===== src/core/bwcr_pkg.sv =====
// Constants, types and register map of the bridge window configuration bank
package bwcr_pkg;

  // Bus geometry
  localparam int ADDR_W = 10;
  localparam int DATA_W = 32;
  localparam int BE_W   = 4;
  localparam int IDX_W  = 8;
  localparam int IDX_LSB = 2;

  // Register indices; byte address is four times the index
  localparam logic [IDX_W-1:0] IDX_SEC_STATUS   = 8'h1E;
  localparam logic [IDX_W-1:0] IDX_MEM_BASE     = 8'h20;
  localparam logic [IDX_W-1:0] IDX_MEM_LIMIT    = 8'h22;
  localparam logic [IDX_W-1:0] IDX_PF_BASE      = 8'h24;
  localparam logic [IDX_W-1:0] IDX_PF_LIMIT     = 8'h26;
  localparam logic [IDX_W-1:0] IDX_PF_BASE_UP   = 8'h28;
  localparam logic [IDX_W-1:0] IDX_PF_LIMIT_UP  = 8'h2C;
  localparam logic [IDX_W-1:0] IDX_IRQ_STATUS   = 8'h40;
  localparam logic [IDX_W-1:0] IDX_IRQ_CLEAR    = 8'h41;
  localparam logic [IDX_W-1:0] IDX_IRQ_ENABLE   = 8'h42;
  localparam logic [IDX_W-1:0] IDX_CONTROL      = 8'h43;

  // Secondary status fields
  localparam int SEL_SPEED_LSB = 9;
  localparam int MDE_BIT       = 8;
  localparam int B2B_BIT       = 7;
  localparam int RSVD6_BIT     = 6;
  localparam int CAP66_BIT     = 5;
  localparam int RSVD_LO_W     = 5;

  // Select response speed encodings
  typedef enum logic [1:0] {
    BWCR_SPEED_FAST   = 2'b00,
    BWCR_SPEED_MEDIUM = 2'b01,
    BWCR_SPEED_SLOW   = 2'b10,
    BWCR_SPEED_RSVD   = 2'b11
  } bwcr_speed_e;

  // Window fields
  localparam int WIN_LSB   = 4;
  localparam int WIN_W     = 12;
  localparam int WIN_GRAN  = 20;
  localparam int UP_LO_W   = 8;
  localparam int UP_HI_W   = 24;
  localparam logic [3:0]  MEM_CAP = 4'h0;
  localparam logic [3:0]  PF_CAP  = 4'h1;
  localparam logic [WIN_W-1:0]    WIN_RST  = 12'h000;
  localparam logic [DATA_W-1:0]   UP_RST   = 32'h0000_0000;
  localparam logic [WIN_GRAN-1:0] GRAN_ZERO = 20'h0_0000;
  localparam logic [WIN_GRAN-1:0] GRAN_ONES = 20'hF_FFFF;

  // Control and interrupt fields
  localparam int CTRL_EXT_BIT = 0;
  localparam int CTRL_PER_BIT = 1;
  localparam int CTRL_W       = 2;
  localparam int IRQ_W        = 1;
  localparam int IRQ_MDE_BIT  = 0;

  // Avalon-MM request from the master
  typedef struct packed {
    logic              read;
    logic              write;
    logic [ADDR_W-1:0] address;
    logic [BE_W-1:0]   byteenable;
    logic [DATA_W-1:0] writedata;
  } bwcr_avl_req_s;

  // Parity report from the secondary master engine
  typedef struct packed {
    logic mastering;
    logic is_read;
    logic drove_perr;
    logic saw_perr;
  } bwcr_perr_evt_s;

  // Address to decode against the windows
  typedef struct packed {
    logic        valid;
    logic [63:0] addr;
  } bwcr_dec_req_s;

endpackage


===== src/core/bwcr_regs.sv =====
// Bridge window configuration register bank with Avalon-MM slave and decode
`timescale 1ns/100ps
`default_nettype none

module bwcr_regs
  import bwcr_pkg::*;
(
  // Clock and warm reset
  input  wire logic           i_core_clk,
  input  wire logic           i_arst_n,
  // Avalon-MM slave
  input  wire bwcr_avl_req_s  i_avl,
  output logic [DATA_W-1:0]   o_readdata,
  output logic                o_waitrequest,
  // Secondary master parity report
  input  wire bwcr_perr_evt_s i_perr,
  // Window decode
  input  wire bwcr_dec_req_s  i_dec,
  output logic                o_mem_hit,
  output logic                o_pref_hit,
  // Mode and interrupt
  output logic                o_extended_bridge_mode,
  output logic                o_irq
);

  // Registers
  logic [WIN_W-1:0]  mem_base_q;
  logic [WIN_W-1:0]  mem_limit_q;
  logic [WIN_W-1:0]  pf_base_q;
  logic [WIN_W-1:0]  pf_limit_q;
  logic [DATA_W-1:0] pf_base_up_q;
  logic [DATA_W-1:0] pf_limit_up_q;
  logic              mde_q;
  logic [IRQ_W-1:0]  irq_status_q;
  logic [IRQ_W-1:0]  irq_enable_q;
  logic [CTRL_W-1:0] ctrl_q;
  logic              wait_q;
  logic [DATA_W-1:0] rdata_q;
  logic              irq_q;
  logic              mem_hit_q;
  logic              pref_hit_q;

  // Byte-lane merge of write data into an old value
  function automatic logic [DATA_W-1:0] lane_merge(
    input logic [DATA_W-1:0] old_v,
    input logic [DATA_W-1:0] new_v,
    input logic [BE_W-1:0]   be
  );
    logic [DATA_W-1:0] res;
    res = old_v;
    for (int b = 0; b < BE_W; b++) begin
      if (be[b]) begin
        res[b*8 +: 8] = new_v[b*8 +: 8];
      end
    end
    return res;
  endfunction

  // Address decode and bus handshake terms
  wire logic [IDX_W-1:0] word_idx = i_avl.address[IDX_LSB +: IDX_W];
  wire logic req_new   = (i_avl.read | i_avl.write) & wait_q;
  wire logic wr_ack    = i_avl.write & ~wait_q;
  wire logic rd_ack    = i_avl.read & ~wait_q;
  wire logic sel_stat  = (word_idx == IDX_SEC_STATUS);
  wire logic sel_mb    = (word_idx == IDX_MEM_BASE);
  wire logic sel_ml    = (word_idx == IDX_MEM_LIMIT);
  wire logic sel_pb    = (word_idx == IDX_PF_BASE);
  wire logic sel_pl    = (word_idx == IDX_PF_LIMIT);
  wire logic sel_pbu   = (word_idx == IDX_PF_BASE_UP);
  wire logic sel_plu   = (word_idx == IDX_PF_LIMIT_UP);
  wire logic sel_ist   = (word_idx == IDX_IRQ_STATUS);
  wire logic sel_icl   = (word_idx == IDX_IRQ_CLEAR);
  wire logic sel_ien   = (word_idx == IDX_IRQ_ENABLE);
  wire logic sel_ctl   = (word_idx == IDX_CONTROL);
  wire logic [DATA_W-1:0] wmask = lane_merge('0, {DATA_W{1'b1}}, i_avl.byteenable);
  wire logic [DATA_W-1:0] w1c   = i_avl.writedata & wmask;

  // Mode and parity response enable
  wire logic ext_mode = ctrl_q[CTRL_EXT_BIT];
  wire logic per_en   = ctrl_q[CTRL_PER_BIT];

  // Qualified master data error event
  wire logic perr_hit = (i_perr.is_read & i_perr.drove_perr)
                      | (~i_perr.is_read & i_perr.saw_perr);
  wire logic mde_set  = i_perr.mastering & perr_hit & per_en;
  wire logic mde_clr  = wr_ack & sel_stat & w1c[MDE_BIT];
  wire logic mde_d    = mde_set | (mde_q & ~mde_clr);

  // Interrupt status, set beats clear
  wire logic [IRQ_W-1:0] irq_set  = {IRQ_W{1'b0}} | (IRQ_W'(mde_set) << IRQ_MDE_BIT);
  wire logic [IRQ_W-1:0] irq_clr  = (wr_ack & sel_icl) ? w1c[IRQ_W-1:0] : {IRQ_W{1'b0}};
  wire logic [IRQ_W-1:0] irq_st_d = irq_set | (irq_status_q & ~irq_clr);
  wire logic [DATA_W-1:0] ien_m   = lane_merge({{(DATA_W-IRQ_W){1'b0}}, irq_enable_q},
                                               i_avl.writedata, i_avl.byteenable);
  wire logic [DATA_W-1:0] ctl_m   = lane_merge({{(DATA_W-CTRL_W){1'b0}}, ctrl_q},
                                               i_avl.writedata, i_avl.byteenable);
  wire logic [IRQ_W-1:0] irq_en_d = (wr_ack & sel_ien) ? ien_m[IRQ_W-1:0] : irq_enable_q;
  wire logic [CTRL_W-1:0] ctrl_d  = (wr_ack & sel_ctl) ? ctl_m[CTRL_W-1:0] : ctrl_q;

  // Window base and limit next values, address field only
  wire logic [DATA_W-1:0] wr_mb = lane_merge({16'h0000, mem_base_q, MEM_CAP},
                                             i_avl.writedata, i_avl.byteenable);
  wire logic [DATA_W-1:0] wr_ml = lane_merge({16'h0000, mem_limit_q, MEM_CAP},
                                             i_avl.writedata, i_avl.byteenable);
  wire logic [DATA_W-1:0] wr_pb = lane_merge({16'h0000, pf_base_q, PF_CAP},
                                             i_avl.writedata, i_avl.byteenable);
  wire logic [DATA_W-1:0] wr_pl = lane_merge({16'h0000, pf_limit_q, PF_CAP},
                                             i_avl.writedata, i_avl.byteenable);
  wire logic [WIN_W-1:0] mem_base_d  = (wr_ack & sel_mb) ? wr_mb[WIN_LSB +: WIN_W]
                                                         : mem_base_q;
  wire logic [WIN_W-1:0] mem_limit_d = (wr_ack & sel_ml) ? wr_ml[WIN_LSB +: WIN_W]
                                                         : mem_limit_q;
  wire logic [WIN_W-1:0] pf_base_d   = (wr_ack & sel_pb) ? wr_pb[WIN_LSB +: WIN_W]
                                                         : pf_base_q;
  wire logic [WIN_W-1:0] pf_limit_d  = (wr_ack & sel_pl) ? wr_pl[WIN_LSB +: WIN_W]
                                                         : pf_limit_q;

  // Upper halves; bits 31:8 only take writes in extended mode
  wire logic [DATA_W-1:0] up_keep = {{UP_HI_W{~ext_mode}}, {UP_LO_W{1'b0}}};
  wire logic [DATA_W-1:0] wr_pbu  = lane_merge(pf_base_up_q, i_avl.writedata,
                                               i_avl.byteenable);
  wire logic [DATA_W-1:0] wr_plu  = lane_merge(pf_limit_up_q, i_avl.writedata,
                                               i_avl.byteenable);
  wire logic [DATA_W-1:0] pbu_d   = (wr_ack & sel_pbu) ?
                                    ((wr_pbu & ~up_keep) | (pf_base_up_q & up_keep))
                                    : pf_base_up_q;
  wire logic [DATA_W-1:0] plu_d   = (wr_ack & sel_plu) ?
                                    ((wr_plu & ~up_keep) | (pf_limit_up_q & up_keep))
                                    : pf_limit_up_q;

  // Visible upper values: legacy mode hides bits 31:8
  wire logic [DATA_W-1:0] up_vis  = {{UP_HI_W{ext_mode}}, {UP_LO_W{1'b1}}};
  wire logic [DATA_W-1:0] pbu_eff = pf_base_up_q & up_vis;
  wire logic [DATA_W-1:0] plu_eff = pf_limit_up_q & up_vis;

  // Secondary status image
  wire bwcr_speed_e sel_speed = BWCR_SPEED_MEDIUM;
  wire logic [15:0] sec_status = {5'b0_0000,
                                  sel_speed,
                                  mde_q,
                                  1'b1,
                                  1'b0,
                                  1'b1,
                                  {RSVD_LO_W{1'b0}}};

  // Read data select; unmapped and write-only read zero
  wire logic [DATA_W-1:0] rd_mux =
      sel_stat ? {16'h0000, sec_status} :
      sel_mb   ? {16'h0000, mem_base_q, MEM_CAP} :
      sel_ml   ? {16'h0000, mem_limit_q, MEM_CAP} :
      sel_pb   ? {16'h0000, pf_base_q, PF_CAP} :
      sel_pl   ? {16'h0000, pf_limit_q, PF_CAP} :
      sel_pbu  ? pbu_eff :
      sel_plu  ? plu_eff :
      sel_ist  ? {{(DATA_W-IRQ_W){1'b0}}, irq_status_q} :
      sel_ien  ? {{(DATA_W-IRQ_W){1'b0}}, irq_enable_q} :
      sel_ctl  ? {{(DATA_W-CTRL_W){1'b0}}, ctrl_q} :
                 32'h0000_0000;

  // Window decode, unprogrammed low bits zero in base, ones in limit
  wire logic [63:0] mem_lo_a = {32'h0000_0000, mem_base_q, GRAN_ZERO};
  wire logic [63:0] mem_hi_a = {32'h0000_0000, mem_limit_q, GRAN_ONES};
  wire logic [63:0] pf_lo_a  = {pbu_eff, pf_base_q, GRAN_ZERO};
  wire logic [63:0] pf_hi_a  = {plu_eff, pf_limit_q, GRAN_ONES};
  wire logic mem_in = i_dec.valid & (i_dec.addr >= mem_lo_a)
                    & (i_dec.addr <= mem_hi_a);
  wire logic pf_in  = i_dec.valid & (i_dec.addr >= pf_lo_a)
                    & (i_dec.addr <= pf_hi_a);

  // Bus handshake: one wait cycle, then one ready cycle
  always_ff @(posedge i_core_clk or negedge i_arst_n) begin
    if (!i_arst_n) begin
      wait_q  <= 1'b1;
      rdata_q <= 32'h0000_0000;
    end else begin
      wait_q <= ~req_new;
      if (req_new) begin
        rdata_q <= rd_mux;
      end
    end
  end

  // Window registers, cleared by warm reset
  always_ff @(posedge i_core_clk or negedge i_arst_n) begin
    if (!i_arst_n) begin
      mem_base_q    <= WIN_RST;
      mem_limit_q   <= WIN_RST;
      pf_base_q     <= WIN_RST;
      pf_limit_q    <= WIN_RST;
      pf_base_up_q  <= UP_RST;
      pf_limit_up_q <= UP_RST;
    end else begin
      mem_base_q    <= mem_base_d;
      mem_limit_q   <= mem_limit_d;
      pf_base_q     <= pf_base_d;
      pf_limit_q    <= pf_limit_d;
      pf_base_up_q  <= pbu_d;
      pf_limit_up_q <= plu_d;
    end
  end

  // Error flag, interrupt and control
  always_ff @(posedge i_core_clk or negedge i_arst_n) begin
    if (!i_arst_n) begin
      mde_q        <= 1'b0;
      irq_status_q <= '0;
      irq_enable_q <= '0;
      ctrl_q       <= '0;
      irq_q        <= 1'b0;
    end else begin
      mde_q        <= mde_d;
      irq_status_q <= irq_st_d;
      irq_enable_q <= irq_en_d;
      ctrl_q       <= ctrl_d;
      irq_q        <= |(irq_st_d & irq_en_d);
    end
  end

  // Registered decode results
  always_ff @(posedge i_core_clk or negedge i_arst_n) begin
    if (!i_arst_n) begin
      mem_hit_q  <= 1'b0;
      pref_hit_q <= 1'b0;
    end else begin
      mem_hit_q  <= mem_in;
      pref_hit_q <= pf_in;
    end
  end

  // Outputs
  assign o_readdata             = rdata_q;
  assign o_waitrequest          = wait_q;
  assign o_mem_hit              = mem_hit_q;
  assign o_pref_hit             = pref_hit_q;
  assign o_extended_bridge_mode = ctrl_q[CTRL_EXT_BIT];
  assign o_irq                  = irq_q;
endmodule

`default_nettype wire


===== config.mk =====
export PLATFORM = sky130hd
export DESIGN_NAME = bwcr_regs
export DESIGN_NICKNAME = d
export VERILOG_FILES = /design/src/core/bwcr_pkg.sv /design/src/core/bwcr_regs.sv
export SDC_FILE = /design/constraint.sdc
export NUM_CORES = 1
export LEC_CHECK = 0
export ABC_AREA = 1
export BUFFER_PORTS_ARGS = -buffer_cell sky130_fd_sc_hd__buf_2
export CAP_MARGIN = 20
export CORE_MARGIN = 2
export CORE_UTILIZATION = 35
export CTS_CLUSTER_DIAMETER = 100
export CTS_CLUSTER_SIZE = 24
export DETAILED_ROUTE_END_ITERATION = 10
export GPL_TIMING_DRIVEN = 0
export SLEW_MARGIN = 10
export SYNTH_ARGS = -nofsm -noshare
export SYNTH_HDL_FRONTEND = slang
export SYNTH_SLANG_ARGS = --single-unit

===== constraint.sdc =====
create_clock -name i_core_clk -period 2.7 [get_ports i_core_clk]
set_input_delay 0.405 -clock i_core_clk [delete_from_list [all_inputs] [get_ports i_core_clk]]
set_output_delay 0.405 -clock i_core_clk [all_outputs]
set_load 0.03 [all_outputs]

### Word level (Yosys, flattened, before mapping)

Cells that the tools add are included.

| storage, ports and cells | value |
|---|---|
| bits in registers | 153 |
| logic and storage cells | 110 |

| cells by class | value |
|---|---|
| order comparisons | 4 |
| equal/unequal tests | 11 |
| muxes and demuxes | 23 |
| bitwise operators | 44 |
| reduce and logical (&&, ||, !) cells | 9 |

Operators with widths:

| kind | count |
|---|---|
| 32-bit two-way mux | 7 |
| 32-bit AND | 6 |
| 8-bit two-way mux | 9 |
| 64-bit by 32-bit greater-or-equal comparator with 1-bit output | 1 |
| 64-bit greater-or-equal comparator | 1 |
| 64-bit by 32-bit less-or-equal comparator with 1-bit output | 1 |
| 64-bit less-or-equal comparator | 1 |
| 32-bit OR | 2 |
| 8-bit by 6-bit equality test with 1-bit output (second input constant) | 6 |
| 8-bit by 7-bit equality test with 1-bit output (second input constant) | 4 |
| 32-bit NOT | 1 |
| 1-bit AND | 24 |
| 2-bit AND reduction | 9 |
| 9-bit AND | 1 |
| 8-bit by 5-bit equality test with 1-bit output (second input constant) | 1 |
| 2-bit two-way mux | 3 |
| 1-bit NOT | 6 |
| 1-bit two-way mux | 4 |
| 1-bit OR | 4 |

### Depth between registers and ports, before layout

| depth | value |
|---|---|
| word-level depth | 11 |
| mapped depth | 16 |
| depth with buffers taken out | 14 |

### Worst setup path before layout

Ideal clock, no wire load.

| timing path | value |
|---|---|
| path kind | register to register |
| from | register ctrl_q[0] |
| to | register pref_hit_q (netlist: o_pref_hit) |
| arrival time | 2659 ps |
| slack | -73 ps |
| stages on the path, launching flop included | 16 |
| buffers on the path | 4 |
| clock period less this slack | 2773 ps |
| cell sequence | dfrtp_1 -> buf_2 -> buf_2 -> buf_1 -> buf_1 -> nand2_1 -> ha_1 -> nand2_1 -> inv_1 -> nand4_1 -> or2_2 -> nor2_1 -> nand2_1 -> nand3_1 -> o21a_1 -> nor2_1 |

| between the ends | value |
|---|---|
| longest elaborated chain between the ends | 4 |
| elaborated cells between the ends (all ways) | 6 |
| those cells by class | order compare (2); bitwise (4) |

Ends and longest elaborated chain:

| element | line | text |
|---|---|---|
| start, declared | bwcr_regs.sv:36 | `logic [CTRL_W-1:0] ctrl_q;` |
| start signal, assigned | bwcr_regs.sv:214 | `ctrl_q <= ctrl_d;` |
| 32-bit AND | bwcr_regs.sv:133 | `wire logic [DATA_W-1:0] pbu_eff = pf_base_up_q & up_vis;` |
| 64-bit greater-or-equal comparator | bwcr_regs.sv:167 | `wire logic pf_in = i_dec.valid & (i_dec.addr >= pf_lo_a)` |
| 1-bit AND | bwcr_regs.sv:167 |  |
| 1-bit AND * | bwcr_regs.sv:168 | `& (i_dec.addr <= pf_hi_a);` |
| named net pf_in | bwcr_regs.sv:167 |  |
| end signal, assigned | bwcr_regs.sv:226 | `pref_hit_q <= pf_in;` |
| end, declared | bwcr_regs.sv:41 | `logic pref_hit_q;` |

Mark *: on every way through the listed nets, which the timed path passes. The rest lies on a longest branch.
A chain may end at the register's enable or synchronous reset.

### Worst setup path in the final report

Ends and elaborated chain as after synthesis.

==> results.md <==
- Setup repair after global routing left no endpoint under its margin.
- The global routing usage summed across all routing layers is 22.23%.
- On the worst path, the slowest cell contributes a delay of 0.42 ns.
- The maximum number of pins on one net before global-route repair is 80.
- The die boundary width is 170.1 um.
- The core region is 27030 um^2.
- The clock sink count is 153.
- Buffers placed on the I/O ports in this run total 153.
- Dividing the final minimum period by the clock period gives 92.39%.
- For this run the aggregate overflow at the end of global routing stands at 0.
- Of the synthesized area, sequential elements account for 39.67%.
- The first routing iteration left 644 violations.
- For this design, the slowest cell found on the critical path is sky130_fd_sc_hd__dfrtp_1.
- For the worst setup path, the data required time is 3.06 ns.
- The transition at the pin with the smallest max-transition slack is 0.8670 ns.
- The net switching power figure is 0.001545 W.
- The final-layout worst hold slack is 0.2011 ns.
- The number of warnings issued by yosys is 0.
- The H-tree depth is 4.
- Max-cap violations in this run came to 0.
- The pre-antenna-repair detailed-routing pass consisted of 5 iterations.
- Broken down by cell family, the worst path's largest delay share belongs to simple AND/OR/NAND/NOR gates.
- In this run the critical register-to-register path is captured at o_pref_hit$_DFF_PN0_.
- Yosys mapped a number of flops with a built-in enable equal to 0.
- The overall power of the completed layout is 0.005600 W.
- The internal power of the cells totals 0.004055 W.
- In this run the tightest slew margin relative to its limit is 42.20%.
- The number of antenna violations at the first check in global routing was 3.
- The power share of the clock group is 46.2%.
- The number of ports placed on the die boundary is 156.
- The critical path is of the flip-flop to flip-flop type.
- The height of the chip is 170.1 um.
- The number of buffers and inverters on the critical path is 4.
- For this run, the post-layout net count is 1671.
- Excluding fillers, the count of instances in the completed layout stands at 1796.
- The maximum fanout encountered on the critical timing path is 12.
- The half-perimeter wire length after placement is 24.83 mm.
- The distinct cell type count of the synthesized netlist is 39.
- The worst register-to-register path begins at ctrl_q[0]$_DFFE_PN0P_.
- Clock skew on the completed layout was measured at 0.01168 ns.
- Counting buffers and inverters, the worst setup path is 13 cells deep.
- The growth of design area from synthesis to finish is 20.31%.
- The count of cells along the worst register-to-register path is 13.
- The endpoint arrival time on the critical path is 2.85 ns.
- Along the worst hold path, the cell count comes to 3.
- After detailed routing, the average wire length per cell comes to 17.46 um.
- The sequential share of power is 42.0%.
- At the end of routability-driven placement, the weighted congestion stood at 0.9090.
- The count of nets left with antenna violations once routing finished came out at 0.
- The run finished with clean final reports.
- Averaged over all synthesized cells, the footprint is 7.645 um^2.
- In this run, synthesis produced a sequential element count of 153.
- Power spread over the standard cell area amounts to 482.1 nW/um^2.
- The min-delay analysis places its worst path in the category primary input to flip-flop.
- The share of async-settable or async-resettable flops after synthesis is 100.0%.
- The final-layout fill cell count is 2814.
- The kind of start point of the critical path is a flip-flop.
- The post-synth net total is 1494.
- After detailed routing, the total wire length is 31.36 mm.
- In the synthesized netlist, the number of instances is 1263.
- The area of the die is 28930 um^2.
- The clock latency on the worst-skew pair is 0.44 ns.
- In the final layout, the share of cells above drive strength 1 is 17.00%.
- The final hold violation count was 0.
- The cell at the root of the clock tree is sky130_fd_sc_hd__clkbuf_16.
- In this run switching power makes up 27.59% of total power.
- The critical path ends at o_pref_hit$_DFF_PN0_.
- The number of placed instances with taps included is 1758.
- The slack of the worst reg-to-reg path is 0.21 ns.
- The clock tree from TritonCTS is yes.
- The placement row count is 60.
- The first global-routing pass estimated 48.91 mm of wire.
- The final number of setup-violating endpoints is 0.
- The total CTS buffers is 17.
- In the routed layout, each cell is associated on average with a via count of 5.128.
- The critical path goes through buf_6 -> buf_8 -> buf_6 -> nand2_1 -> ha_1 -> nand2_1 -> inv_2 -> nand4_1 -> or2_4 -> nor2_4 -> nand4_1 -> o21a_1 -> nor2_1.
- The clock period could shrink to 2.495 ns.
- The via count of the first global-routing pass is 8842.
- The origin of the worst setup path is ctrl_q[0]$_DFFE_PN0P_.
- The summed instance area of the synthesized netlist is 9656 um^2.
- Summed over all cells, the static leakage comes to 5.643 nW.
- For this configuration, the core starts out at a cell density of 35.73%.
- After clock tree synthesis, the clock-pin slew on the worst setup and hold paths is 0.07 ns.
- For this run, design rule violations remaining after detail routing come to 0.
- Summing over every cut layer, the via total after detailed routing is 9210.
- The power share of the combinational group is 11.8%.
- Static timing analysis puts the maximum clock frequency at 400.9 MHz.
- The largest buffer count on any clock path is 2.
- Among all flip-flop cells after synthesis, the most frequent one is sky130_fd_sc_hd__dfrtp_1.
- The worst supply voltage drop on vdd is 0.3286 mV.
- STA classifies the critical path endpoint as a flip-flop.
- The count of final max-slew check failures is 0.
[worst min-delay path by stage]
stage	from	endpoint	slack (ns)
global route	i_avl[3]	pf_base_up_q[3]$_DFFE_PN0P_	0.21
global placement	o_readdata[23]$_DFFE_PN0P_	o_readdata[23]$_DFFE_PN0P_	0.46
floorplan	i_arst_n	asynchronous set/reset pin	0.11
finish	i_avl[6]	pf_base_up_q[6]$_DFFE_PN0P_	0.20
detailed placement	i_arst_n	o_readdata[20]$_DFFE_PN0P_	0.42
CTS	i_avl[3]	pf_base_up_q[3]$_DFFE_PN0P_	0.19
[cells in the mapped netlist (3+ instances only)]
library cell | n | area share (%)
sky130_fd_sc_hd__buf_2 | 15 | 0.78
sky130_fd_sc_hd__nand3_1 | 31 | 1.6
sky130_fd_sc_hd__nor2_1 | 104 | 4.0
sky130_fd_sc_hd__o21ai_1 | 21 | 1.1
sky130_fd_sc_hd__buf_6 | 3 | 0.35
sky130_fd_sc_hd__buf_1 | 4 | 0.16
sky130_fd_sc_hd__nand2_1 | 360 | 14
sky130_fd_sc_hd__nor2_2 | 6 | 0.39
sky130_fd_sc_hd__nand2_2 | 7 | 0.45
sky130_fd_sc_hd__nor3_1 | 13 | 0.67
sky130_fd_sc_hd__inv_1 | 131 | 5.1
sky130_fd_sc_hd__o21ai_0 | 138 | 7.2
sky130_fd_sc_hd__o221ai_1 | 6 | 0.54
sky130_fd_sc_hd__a211oi_1 | 4 | 0.31
sky130_fd_sc_hd__ha_1 | 112 | 15
sky130_fd_sc_hd__clkbuf_1 | 9 | 0.35
sky130_fd_sc_hd__inv_2 | 5 | 0.19
sky130_fd_sc_hd__nand4_1 | 24 | 1.6
sky130_fd_sc_hd__a21oi_1 | 73 | 3.8
sky130_fd_sc_hd__nor4_1 | 6 | 0.39
sky130_fd_sc_hd__o22ai_1 | 10 | 0.65
sky130_fd_sc_hd__o211ai_1 | 9 | 0.70
sky130_fd_sc_hd__dfrtp_1 | 152 | 39
[layout make-up]
type	count	area (um^2)	share of cell area [%]
clock buffer	18	439.2	3.781
inverter	138	520.5	4.481
tap	341	426.7	3.673
antenna	2	5.005	0.04309
clock inverter	14	186.4	1.605
multi-input combinational	939	5166	44.47
buffer	32	198.9	1.713
timing repair buffer	159	843.3	7.260
sequential	153	3830	32.97
[routing by layer]
layer	vias to the layer above	track usage, %	routed length, um
li1	4569	-	-
met1	4331	31.68	14990
met2	278	35.45	14170
met3	30	3.233	1721
met4	2	5.611	465
met5	-	0	13
[timing repair]
action / in CTS / in global routing
cloned: 0 / 0
setup endpoints to repair: 1 / 1
hold endpoints to repair: 73 / 0
gates resized for setup: 13 / 11
pin swaps: 0 / 1
setup buffers: 2 / 2
hold buffers: 1 / 0
[power by group through the flow]
| stage | logic, W | registers [W] | clock network [W] |
|---|---|---|---|
| floorplan | 0.000292 | 0.00242 | 0 |
| global placement | 0.000635 | 0.00239 | 0 |
| detailed placement | 0.000654 | 0.00239 | 0 |
| CTS | 0.000661 | 0.00235 | 0.00261 |
| global route | 0.000747 | 0.00235 | 0.00270 |
| finish | 0.000660 | 0.00235 | 0.00259 |
[cells in the final DEF, fill, tap and decap left out, types with 3 or more instances in the layout]
cell	n
sky130_fd_sc_hd__a211oi_1	4
sky130_fd_sc_hd__nand2_1	360
sky130_fd_sc_hd__clkinv_4	3
sky130_fd_sc_hd__a21oi_1	73
sky130_fd_sc_hd__buf_2	166
sky130_fd_sc_hd__clkbuf_16	17
sky130_fd_sc_hd__bufinv_16	3
sky130_fd_sc_hd__o21ai_0	138
sky130_fd_sc_hd__nand4_1	24
sky130_fd_sc_hd__o211ai_1	9
sky130_fd_sc_hd__nand3_1	30
sky130_fd_sc_hd__buf_6	5
sky130_fd_sc_hd__inv_6	4
sky130_fd_sc_hd__o22ai_1	10
sky130_fd_sc_hd__clkbuf_1	8
sky130_fd_sc_hd__nor2_2	9
sky130_fd_sc_hd__o21ai_1	21
sky130_fd_sc_hd__nor2_1	100
sky130_fd_sc_hd__nand2_2	7
sky130_fd_sc_hd__dfrtp_1	152
sky130_fd_sc_hd__o221ai_1	6
sky130_fd_sc_hd__inv_1	130
sky130_fd_sc_hd__nor3_1	12
sky130_fd_sc_hd__inv_2	6
sky130_fd_sc_hd__ha_1	112
sky130_fd_sc_hd__nor4_1	5
sky130_fd_sc_hd__buf_4	6
[logic make-up after synthesis]
group	share of synthesized area, %
AOI/OAI and AO/OA	14.99
and+or+nand+nor	23.65
buffers and inverters	7.179
DFF	39.67
adders and majority gates	14.51
[worst register-to-register path: stages (launching register included)]
cell and delay, ns:
sky130_fd_sc_hd__dfrtp_1 0.42, sky130_fd_sc_hd__buf_6 0.18, sky130_fd_sc_hd__buf_8 0.12, sky130_fd_sc_hd__buf_6 0.13
sky130_fd_sc_hd__nand2_1 0.06, sky130_fd_sc_hd__ha_1 0.29, sky130_fd_sc_hd__nand2_1 0.10, sky130_fd_sc_hd__inv_2 0.10
sky130_fd_sc_hd__nand4_1 0.17, sky130_fd_sc_hd__or2_4 0.28, sky130_fd_sc_hd__nor2_4 0.10, sky130_fd_sc_hd__nand4_1 0.17
sky130_fd_sc_hd__o21a_1 0.19, sky130_fd_sc_hd__nor2_1 0.10
[metrics by stage]
| stage | setup TNS (ns) | setup slack [ns] | area (um^2) | util [%] |
|---|---|---|---|---|
| 2_1_floorplan | 0 | 0.01933 | 9657 | - |
| 3_3_place_gp | -180.77 | -1.198 | 10850 | 40.14 |
| 3_5_place_dp | -0.7999 | -0.7999 | 10890 | 40.28 |
| 4_1_cts | 0 | 0.009237 | 11570 | 42.81 |
| 5_1_grt | 0 | 0.1050 | 11620 | 42.98 |
| 6_report | 0 | 0.2055 | 11620 | 42.98 |
No activity file was read; power rests on OpenSTA's default activity.
